--- src/verilog/adc_ctrl_pkg.sv ---
// Purpose: Shared constants for the converter sequencer control block
// Assumes: 8-bit register port, 20 MHz system clock
// Notes: Offsets are byte addresses on the plain register port
package adc_ctrl_pkg;
  localparam logic [7:0] ADDR_RESULT_LOW = 8'h20;
  localparam logic [7:0] ADDR_RESULT_HIGH = 8'h21;
  localparam logic [7:0] ADDR_CONTROL = 8'h22;
  localparam logic [7:0] ADDR_CLOCK_SETTING = 8'h23;
  localparam logic [7:0] ADDR_IRQ_STATUS = 8'h24;
  localparam logic [7:0] ADDR_IRQ_ENABLE = 8'h25;
  localparam logic [7:0] ADDR_IRQ_CLEAR = 8'h26;
  localparam int CHANNELS = 8;
  localparam int RESULT_BITS = 12;
  localparam int CH_LSB = 0;
  localparam int CFG_LSB = 3;
  localparam int PEND_BIT = 6;
  localparam int START_BIT = 7;
  localparam int TEST_BIT = 7;
  localparam logic [7:0] CONTROL_RESET = 8'h40;
  localparam logic [1:0] CLK_SEL_DIV2 = 2'h0;
  localparam logic [1:0] CLK_SEL_DIV8 = 2'h1;
  localparam logic [1:0] CLK_SEL_DIV32 = 2'h2;
  localparam logic [4:0] DIV2_LAST = 5'h01;
  localparam logic [4:0] DIV8_LAST = 5'h07;
  localparam logic [4:0] DIV32_LAST = 5'h1f;
  localparam logic [2:0] CFG_ALL = 3'h7;
  // One sample tick plus one converter clock per result bit
  localparam logic [3:0] CONV_TICKS = 4'hd;
  typedef enum logic [1:0] {
    ST_IDLE = 2'b00,
    ST_ARMED = 2'b01,
    ST_CONVERT = 2'b10
  } conv_state_t;
endpackage : adc_ctrl_pkg

--- src/verilog/conv_clk_div.sv ---
// Purpose: Converter clock enable divider
// Assumes: Single system clock
// Notes: Select 11 is undefined; it is treated as divide by 32
`timescale 1ns/100ps
module conv_clk_div
  import adc_ctrl_pkg::*;
(
  input wire logic i_clk,
  input wire logic i_rst,
  input wire logic i_run,
  input wire logic [1:0] i_sel,
  output logic o_tick
);
  typedef struct packed {
    logic [4:0] count;
    logic tick;
  } div_state_t;
  div_state_t cur;
  div_state_t next_cur;
  logic [4:0] last;
  // Terminal count for the chosen divider
  always_comb begin
    case (i_sel)
      CLK_SEL_DIV2: last = DIV2_LAST;
      CLK_SEL_DIV8: last = DIV8_LAST;
      default: last = DIV32_LAST;
    endcase
  end
  // Count and emit a one-cycle enable
  always_comb begin
    next_cur = cur;
    next_cur.tick = 1'b0;
    if (!i_run) begin
      next_cur.count = 5'h00;
    end else if (cur.count >= last) begin
      next_cur.count = 5'h00;
      next_cur.tick = 1'b1;
    end else begin
      next_cur.count = cur.count + 5'h01;
    end
  end
  always_ff @(posedge i_clk or posedge i_rst) begin
    if (i_rst) begin
      cur <= '0;
    end else begin
      cur <= next_cur;
    end
  end
  assign o_tick = cur.tick;
endmodule : conv_clk_div

--- src/verilog/sample_sync.sv ---
// Purpose: Three-stage synchroniser for the analog core result
// Assumes: Inputs come from the converter core, outside the clock domain
// Notes: A change counts once the second and third stages agree
`timescale 1ns/100ps
module sample_sync
  import adc_ctrl_pkg::*;
(
  input wire logic i_clk,
  input wire logic i_rst,
  input wire logic [RESULT_BITS-1:0] i_async,
  output logic [RESULT_BITS-1:0] o_sync
);
  typedef struct packed {
    logic [RESULT_BITS-1:0] s1;
    logic [RESULT_BITS-1:0] s2;
    logic [RESULT_BITS-1:0] s3;
    logic [RESULT_BITS-1:0] held;
  } sync_state_t;
  sync_state_t cur;
  sync_state_t next_cur;
  // Shift the chain; accept only agreeing bits
  always_comb begin
    next_cur = cur;
    next_cur.s1 = i_async;
    next_cur.s2 = cur.s1;
    next_cur.s3 = cur.s2;
    for (int b = 0; b < RESULT_BITS; b++) begin
      if (cur.s2[b] == cur.s3[b]) begin
        next_cur.held[b] = cur.s3[b];
      end
    end
  end
  always_ff @(posedge i_clk or posedge i_rst) begin
    if (i_rst) begin
      cur <= '0;
    end else begin
      cur <= next_cur;
    end
  end
  assign o_sync = cur.held;
endmodule : sample_sync

--- src/verilog/adc_sequencer_control.sv ---
// Purpose: Control and status around an eight-channel 12-bit converter
// Assumes: Plain register port, read data one cycle after the strobe
// Notes: Analog core delivers its code on i_core_result
//
// Overview of operation
// - Eight channels, twelve-bit result
// - Result in two read-only bytes
// - Result left aligned, low nibble zero
// - Control bits 2..0 select channel
// - Control bits 5..3 configure port B
// - n gives lines 0..n-1; 7 all; 0 off
// - Analog lines drop digital and pull-high
// - Pending flag bit 6 clears at finish
// - Start rising sets pending flag
// - Start rise then fall begins conversion
// - Completion sets request; enable gates interrupt
// - Clock setting bits 1..0 pick divider
`timescale 1ns/100ps
module adc_sequencer_control
  import adc_ctrl_pkg::*;
(
  input wire logic i_clk,
  input wire logic i_rst,
  input wire logic [7:0] i_addr,
  input wire logic [7:0] i_wdata,
  input wire logic i_wr,
  input wire logic i_rd,
  output logic [7:0] o_rdata,
  input wire logic [RESULT_BITS-1:0] i_core_result,
  output logic [2:0] o_channel_sel,
  output logic [CHANNELS-1:0] o_analog_inputs,
  output logic [CHANNELS-1:0] o_port_b_digital_en,
  output logic [CHANNELS-1:0] o_port_b_pullup_en,
  output logic o_core_power,
  output logic o_core_sample,
  output logic o_irq
);
  // ****************************************************************
  // State
  // ****************************************************************
  typedef struct packed {
    conv_state_t fsm;
    logic [2:0] channel;
    logic [2:0] analog_cfg;
    logic conversion_pending_flag;
    logic start;
    logic [1:0] conv_clk_sel;
    logic test;
    logic [3:0] ticks;
    logic [RESULT_BITS-1:0] result;
    logic conv_irq_request_flag;
    logic conv_irq_enable;
    logic [7:0] rdata;
    logic sample;
  } ctrl_state_t;
  ctrl_state_t cur;
  ctrl_state_t next_cur;
  logic conv_tick;
  logic [RESULT_BITS-1:0] core_sync;
  logic [CHANNELS-1:0] analog_mask;
  logic wr_control;
  logic done;
  // ****************************************************************
  // Submodules
  // ****************************************************************
  conv_clk_div conv_clk_div_inst (
    .i_clk(i_clk),
    .i_rst(i_rst),
    .i_run(cur.fsm == ST_CONVERT),
    .i_sel(cur.conv_clk_sel),
    .o_tick(conv_tick)
  );
  sample_sync sample_sync_inst (
    .i_clk(i_clk),
    .i_rst(i_rst),
    .i_async(i_core_result),
    .o_sync(core_sync)
  );
  // ****************************************************************
  // Port B configuration decode
  // ****************************************************************
  // Thermometer mask of analog lines
  always_comb begin
    analog_mask = '0;
    for (int i = 0; i < CHANNELS; i++) begin
      if (cur.analog_cfg == CFG_ALL) begin
        analog_mask[i] = 1'b1;
      end else if (i < int'(cur.analog_cfg)) begin
        analog_mask[i] = 1'b1;
      end
    end
  end
  // Pin function outputs
  assign o_analog_inputs = analog_mask;
  assign o_port_b_digital_en = ~analog_mask;
  assign o_port_b_pullup_en = ~analog_mask;
  assign o_core_power = (cur.analog_cfg != 3'h0);
  assign o_channel_sel = cur.channel;
  assign o_core_sample = cur.sample;
  assign o_rdata = cur.rdata;
  assign o_irq = cur.conv_irq_request_flag & cur.conv_irq_enable;
  assign wr_control = i_wr && (i_addr == ADDR_CONTROL);
  assign done = (cur.fsm == ST_CONVERT) && conv_tick && (cur.ticks == CONV_TICKS);
  // ****************************************************************
  // Sequencer and registers
  // ****************************************************************
  always_comb begin
    next_cur = cur;
    next_cur.sample = 1'b0;
    next_cur.rdata = 8'h00;
    // Register writes
    if (wr_control) begin
      next_cur.channel = i_wdata[CH_LSB +: 3];
      next_cur.analog_cfg = i_wdata[CFG_LSB +: 3];
      next_cur.start = i_wdata[START_BIT];
    end
    if (i_wr && (i_addr == ADDR_CLOCK_SETTING)) begin
      next_cur.conv_clk_sel = i_wdata[1:0];
      next_cur.test = i_wdata[TEST_BIT];
    end
    if (i_wr && (i_addr == ADDR_IRQ_ENABLE)) begin
      next_cur.conv_irq_enable = i_wdata[0];
    end
    if (i_wr && (i_addr == ADDR_IRQ_CLEAR) && i_wdata[0]) begin
      next_cur.conv_irq_request_flag = 1'b0;
    end
    // Start edges drive the sequencer
    case (cur.fsm)
      ST_IDLE: begin
        if (wr_control && !cur.start && i_wdata[START_BIT]) begin
          next_cur.conversion_pending_flag = 1'b1;
          next_cur.fsm = ST_ARMED;
        end
      end
      ST_ARMED: begin
        if (wr_control && !i_wdata[START_BIT]) begin
          next_cur.fsm = ST_CONVERT;
          next_cur.ticks = 4'h0;
          next_cur.sample = 1'b1;
        end
      end
      ST_CONVERT: begin
        // A new rising start aborts and re-arms the converter
        if (wr_control && !cur.start && i_wdata[START_BIT]) begin
          next_cur.conversion_pending_flag = 1'b1;
          next_cur.fsm = ST_ARMED;
        end else if (done) begin
          next_cur.result = core_sync;
          next_cur.conversion_pending_flag = 1'b0;
          next_cur.conv_irq_request_flag = 1'b1;
          next_cur.fsm = ST_IDLE;
        end else if (conv_tick) begin
          next_cur.ticks = cur.ticks + 4'h1;
        end
      end
      default: begin
        next_cur.fsm = ST_IDLE;
      end
    endcase
    // Register reads
    if (i_rd) begin
      case (i_addr)
        ADDR_RESULT_LOW: next_cur.rdata = {cur.result[3:0], 4'h0};
        ADDR_RESULT_HIGH: next_cur.rdata = cur.result[11:4];
        ADDR_CONTROL: next_cur.rdata = {cur.start, cur.conversion_pending_flag,
                                        cur.analog_cfg, cur.channel};
        ADDR_CLOCK_SETTING: next_cur.rdata = {cur.test, 5'h00, cur.conv_clk_sel};
        ADDR_IRQ_STATUS: next_cur.rdata = {7'h00, cur.conv_irq_request_flag};
        ADDR_IRQ_ENABLE: next_cur.rdata = {7'h00, cur.conv_irq_enable};
        default: next_cur.rdata = 8'h00;
      endcase
    end
  end
  // Register the state
  always_ff @(posedge i_clk or posedge i_rst) begin
    if (i_rst) begin
      cur <= '0;
      cur.conversion_pending_flag <= CONTROL_RESET[PEND_BIT];
    end else begin
      cur <= next_cur;
    end
  end

  // ****************************************************************
  // Conversion length helper
  // ****************************************************************
  // Cycles spent in the running conversion, cleared outside it
  logic [9:0] conv_cycles;
  logic sel_moved;
  logic [9:0] conv_span;
  always_ff @(posedge i_clk or posedge i_rst) begin
    if (i_rst) begin
      conv_cycles <= 10'h000;
      sel_moved <= 1'b0;
    end else if (cur.fsm != ST_CONVERT) begin
      conv_cycles <= 10'h000;
      sel_moved <= 1'b0;
    end else begin
      conv_cycles <= conv_cycles + 10'h001;
      // A divider change mid-conversion voids the length check
      if (i_wr && (i_addr == ADDR_CLOCK_SETTING)) begin
        sel_moved <= 1'b1;
      end
    end
  end

  // Expected length: fourteen converter clocks of the chosen divider
  always_comb begin
    case (cur.conv_clk_sel)
      CLK_SEL_DIV2: conv_span = (10'(DIV2_LAST) + 10'h001) * (10'(CONV_TICKS) + 10'h001);
      CLK_SEL_DIV8: conv_span = (10'(DIV8_LAST) + 10'h001) * (10'(CONV_TICKS) + 10'h001);
      default: conv_span = (10'(DIV32_LAST) + 10'h001) * (10'(CONV_TICKS) + 10'h001);
    endcase
  end
endmodule : adc_sequencer_control

--- config.mk ---
export PLATFORM = sky130hd
export DESIGN_NAME = adc_sequencer_control
export DESIGN_NICKNAME = d
export VERILOG_FILES = /design/src/verilog/adc_ctrl_pkg.sv /design/src/verilog/conv_clk_div.sv /design/src/verilog/sample_sync.sv /design/src/verilog/adc_sequencer_control.sv
export SDC_FILE = /design/constraint.sdc
export NUM_CORES = 1
export LEC_CHECK = 0
export BUFFER_PORTS_ARGS = -buffer_cell sky130_fd_sc_hd__buf_2
export CAP_MARGIN = 20
export CORE_MARGIN = 4
export CORE_UTILIZATION = 43
export DETAILED_ROUTE_END_ITERATION = 6
export SYNTH_ARGS = -nofsm -noshare
export SYNTH_HDL_FRONTEND = slang
export SYNTH_SLANG_ARGS = --single-unit
--- constraint.sdc ---
create_clock -name i_clk -period 4.2 [get_ports i_clk]
set_input_delay 0.84 -clock i_clk [delete_from_list [all_inputs] [get_ports i_clk]]
set_output_delay 0.84 -clock i_clk [all_outputs]
set_load 0.1 [all_outputs]
==> impl_metrics.yaml <==
grt:
  gr-usage-all-layers: 0.126
  grt_first_pass_wirelength_um: 10100
  via_count_of_the_first_global_routing_pass: 2006
  grt.overflow.total: 0
  grt_max_degree: 42
  grt_antenna_before_repair: 0
final_layout:
  areaGrowthSynthToFinish_pct: 13.2
  fillers: 775
  design.final.nets: 377
  final_common_cell: "sky130_fd_sc_hd__dfrtp_1"
  num_antenna_cells: 0
  layout_common_cells: "93 x sky130_fd_sc_hd__dfrtp_1, 68 x sky130_fd_sc_hd__buf_2, 17 x sky130_fd_sc_hd__mux2_2, 15 x sky130_fd_sc_hd__nor2_1, 13 x sky130_fd_sc_hd__nand2_1"
  drive_gt1_frac: 0.347
  layout.cells.non_filler: 451
hold_path:
  min_delay_worst_endpoint: "sample_sync_inst.cur[26]"
  timing.hold.worst_path_depth: 0
  worstHoldPathType: "reg -> reg"
  worst_hold_path_startpoint: "sample_sync_inst.cur[38]"
drt:
  drt_wl_total_um: 6150
  post-route-drc-count: 0
  num_vias: 2173
  firstDrtPassIters: 5
  ant_nets: 0
  drt_iter0_drc: 72
  routed_wire_per_std_cell_um: 13.6
  post_drt_via_cell_ratio: 4.82
clock_tree:
  cts_buffers: 9
  cts_repair_resize_count: 0
  cts_buffer_depth: 2
  cts.htree.levels: 3
  cts-hold-fix-buffers: 0
  clock_tree.root_cell: "sky130_fd_sc_hd__clkbuf_8"
  clock_latency_ns: 0.36
  cts_tree: "yes"
  numClockSinks: 94
  clkSlewWorstSetupHoldPaths_ns: 0.10
  post-cts-setup-buffers: 0
synthesis:
  number_of_distinct_library_cells_after_synthesis: 50
  syn-cell-area_sq_um: 3800
  synth_ff_type: "sky130_fd_sc_hd__dfrtp_1"
  synth-edff-count: 0
  synth_async_sr_flop_share: 1.00
  syn-mean-instance-area_sq_um: 13.5
  yosysSeqAreaShare: 0.619
  yosys_warnings: 0
  mappedNetlistNets: 321
  synth_seq_cells: 94
  synthCells: 282
worst_setup_path:
  worst_ep_required_time_ns: 3.36
  cp_data_arrival_time_ns: 1.70
  reg2regPathDepth: 7
  biggest_cell_delay_along_the_critical_path_ns: 0.45
  timing.setup.critical_path_class: "reg -> out"
  cp_cell_sequence: "or3_1, inv_1, buf_2"
  critical-path-top-delay-family: "buffers and inverters"
  regToRegEndpoint: "conv_clk_div_inst.o_tick"
  critical_path_buf_inv_count: 2
  r2r-start: "cur[29]"
  rrSetupSlack_ns: 2.35
  timing.critical_path.slowest_stage_cell: "sky130_fd_sc_hd__dfrtp_1"
  critical_path_peak_fanout: 8
  critical_path.startpoint_type: "flop"
  critical_path.endpoint_type: "output port"
die:
  placeableCoreArea_sq_um: 8680
  die_w_um: 102
  placement_rows: 34
  dieArea_sq_um: 10400
  initial_utilization: 0.438
  die_height_um: 102
  io_pins: 70
timing:
  timing.final.hold_violations: 0
  worstMarginPinSlew_ns: 0.556
  fin_worst_hold_slack_ns: 0.354
  rsz_0062_raised_after_global_routing: "false"
  post-route-min-period_ns: 2.54
  timing.setup.tns_ns: 0
  maxSlewViolCount: 0
  fin_worst_skew_ns: 0.0149
  setup_violations: 0
  finalCritPeriodShare: 0.604
  timing.fmax_mhz: 394
  slew_headroom: 0.629
status:
  outcome: "completed"
power_and_ir_drop:
  p_leak_nw: 2.09
  peakVddDrop_v: 0.000188
  power.density_cell_area_nw_per_um2: 487
place:
  io_buffer_count: 68
  numPlacedInstances: 435
  hpwl_after_detailed_placement_um: 4410
  gp_routability_congestion: 0.739
flow_run:
  max-cap-violations: 0
==> area by class of cell <==
class,count,area (sq um),area share
tap,108,135,0.0314
multi-input combinational,150,1220,0.283
sequential,94,2350,0.547
inverter,13,50.0,0.0116
clock inverter,7,67.6,0.0157
timing repair buffer,70,355,0.0826
clock buffer,9,124,0.0288
==> cell usage after synthesis, types with 2 or more instances <==
cell / instances / area [sq um]
sky130_fd_sc_hd__a21oi_1: 2 / 10.0
sky130_fd_sc_hd__o21ai_0: 7 / 35.0
sky130_fd_sc_hd__nand3_1: 5 / 25.0
sky130_fd_sc_hd__and2_1: 3 / 18.8
sky130_fd_sc_hd__xor2_1: 2 / 17.5
sky130_fd_sc_hd__dfrtp_1: 93 / 2330
sky130_fd_sc_hd__nand2b_1: 3 / 18.8
sky130_fd_sc_hd__a21o_1: 5 / 37.5
sky130_fd_sc_hd__buf_4: 20 / 150
sky130_fd_sc_hd__a22oi_1: 6 / 45.0
sky130_fd_sc_hd__nor2b_1: 7 / 43.8
sky130_fd_sc_hd__ha_1: 7 / 87.6
sky130_fd_sc_hd__buf_6: 2 / 22.5
sky130_fd_sc_hd__mux2_1: 10 / 113
sky130_fd_sc_hd__nand2_1: 13 / 48.8
sky130_fd_sc_hd__nor3_1: 5 / 25.0
sky130_fd_sc_hd__nor4b_4: 2 / 47.6
sky130_fd_sc_hd__mux2_2: 17 / 191
sky130_fd_sc_hd__maj3_1: 12 / 120
sky130_fd_sc_hd__nor2_1: 16 / 60.1
sky130_fd_sc_hd__inv_1: 13 / 48.8
sky130_fd_sc_hd__or3_1: 3 / 18.8
sky130_fd_sc_hd__nand3b_1: 2 / 15.0
==> routing by layer <==
metal / up-vias / share of wire / global-route usage
li1: 1068 / - / -
met2: 64 / 0.44 / 0.177
met1: 1036 / 0.48 / 0.184
met4: 0 / 0.010 / 0.0515
met5: - / 0 / 0
met3: 5 / 0.072 / 0.0375
==> state kept, by name, indices dropped and copies added (netlist names) <==
signal	cells
sample_sync_inst.cur	36
o_channel_sel	3
o_core_sample	1
o_rdata	8
cur	28
sample_sync_inst.o_sync	12
conv_clk_div_inst.cur	5
conv_clk_div_inst.o_tick	1
==> where the power goes <==
| group | switching (W) | internal [W] |
|---|---|---|
| logic | 0.000257 | 0.000172 |
| registers | 0.0000795 | 0.00103 |
| clock network | 0.000331 | 0.000229 |
==> worst max-delay path by stage <==
| stage | to | start | slack [ns] | cells after the start |
|---|---|---|---|---|
| floorplan | o_port_b_pullup_en[2] | cur[34] | 0.12 | 4 |
| global placement | cur[15] | i_addr[1] | 1.64 | 5 |
| detailed placement | cur[14] | i_addr[1] | 1.60 | 5 |
| CTS | o_port_b_pullup_en[0] | cur[34] | 1.62 | 3 |
| global route | o_port_b_digital_en[0] | cur[34] | 1.58 | 3 |
| finish | o_port_b_pullup_en[0] | cur[34] | 1.66 | 3 |
==> cell families (layout without fill, tap and decap cells) <==
| group | Yosys count | after routing | share of synthesized area |
|---|---|---|---|
| muxes | 29 | 29 | 0.0885 |
| DFF | 94 | 94 | 0.619 |
| AOI/OAI and AO/OA | 28 | 28 | 0.0559 |
| adders and majority gates | 19 | 19 | 0.0546 |
| buffers and inverters | 38 | 99 | 0.0615 |
| and+or+nand+nor | 71 | 71 | 0.114 |
| xor gates and xnor gates | 3 | 3 | 0.00691 |
==> stage by stage <==
stage | cell area (sq um) | util | power (W) | worst slack, ns
after floorplan | 3800 | - | 0.00147 | 0.116
after global placement | 4110 | 0.474 | 0.00154 | 1.64
after detailed placement | 4110 | 0.474 | 0.00156 | 1.60
after CTS | 4300 | 0.496 | 0.00213 | 1.62
after global routing | 4300 | 0.496 | 0.00222 | 1.58
final | 4300 | 0.496 | 0.00210 | 1.66
Note: power is estimated with default switching activity, not from simulation.
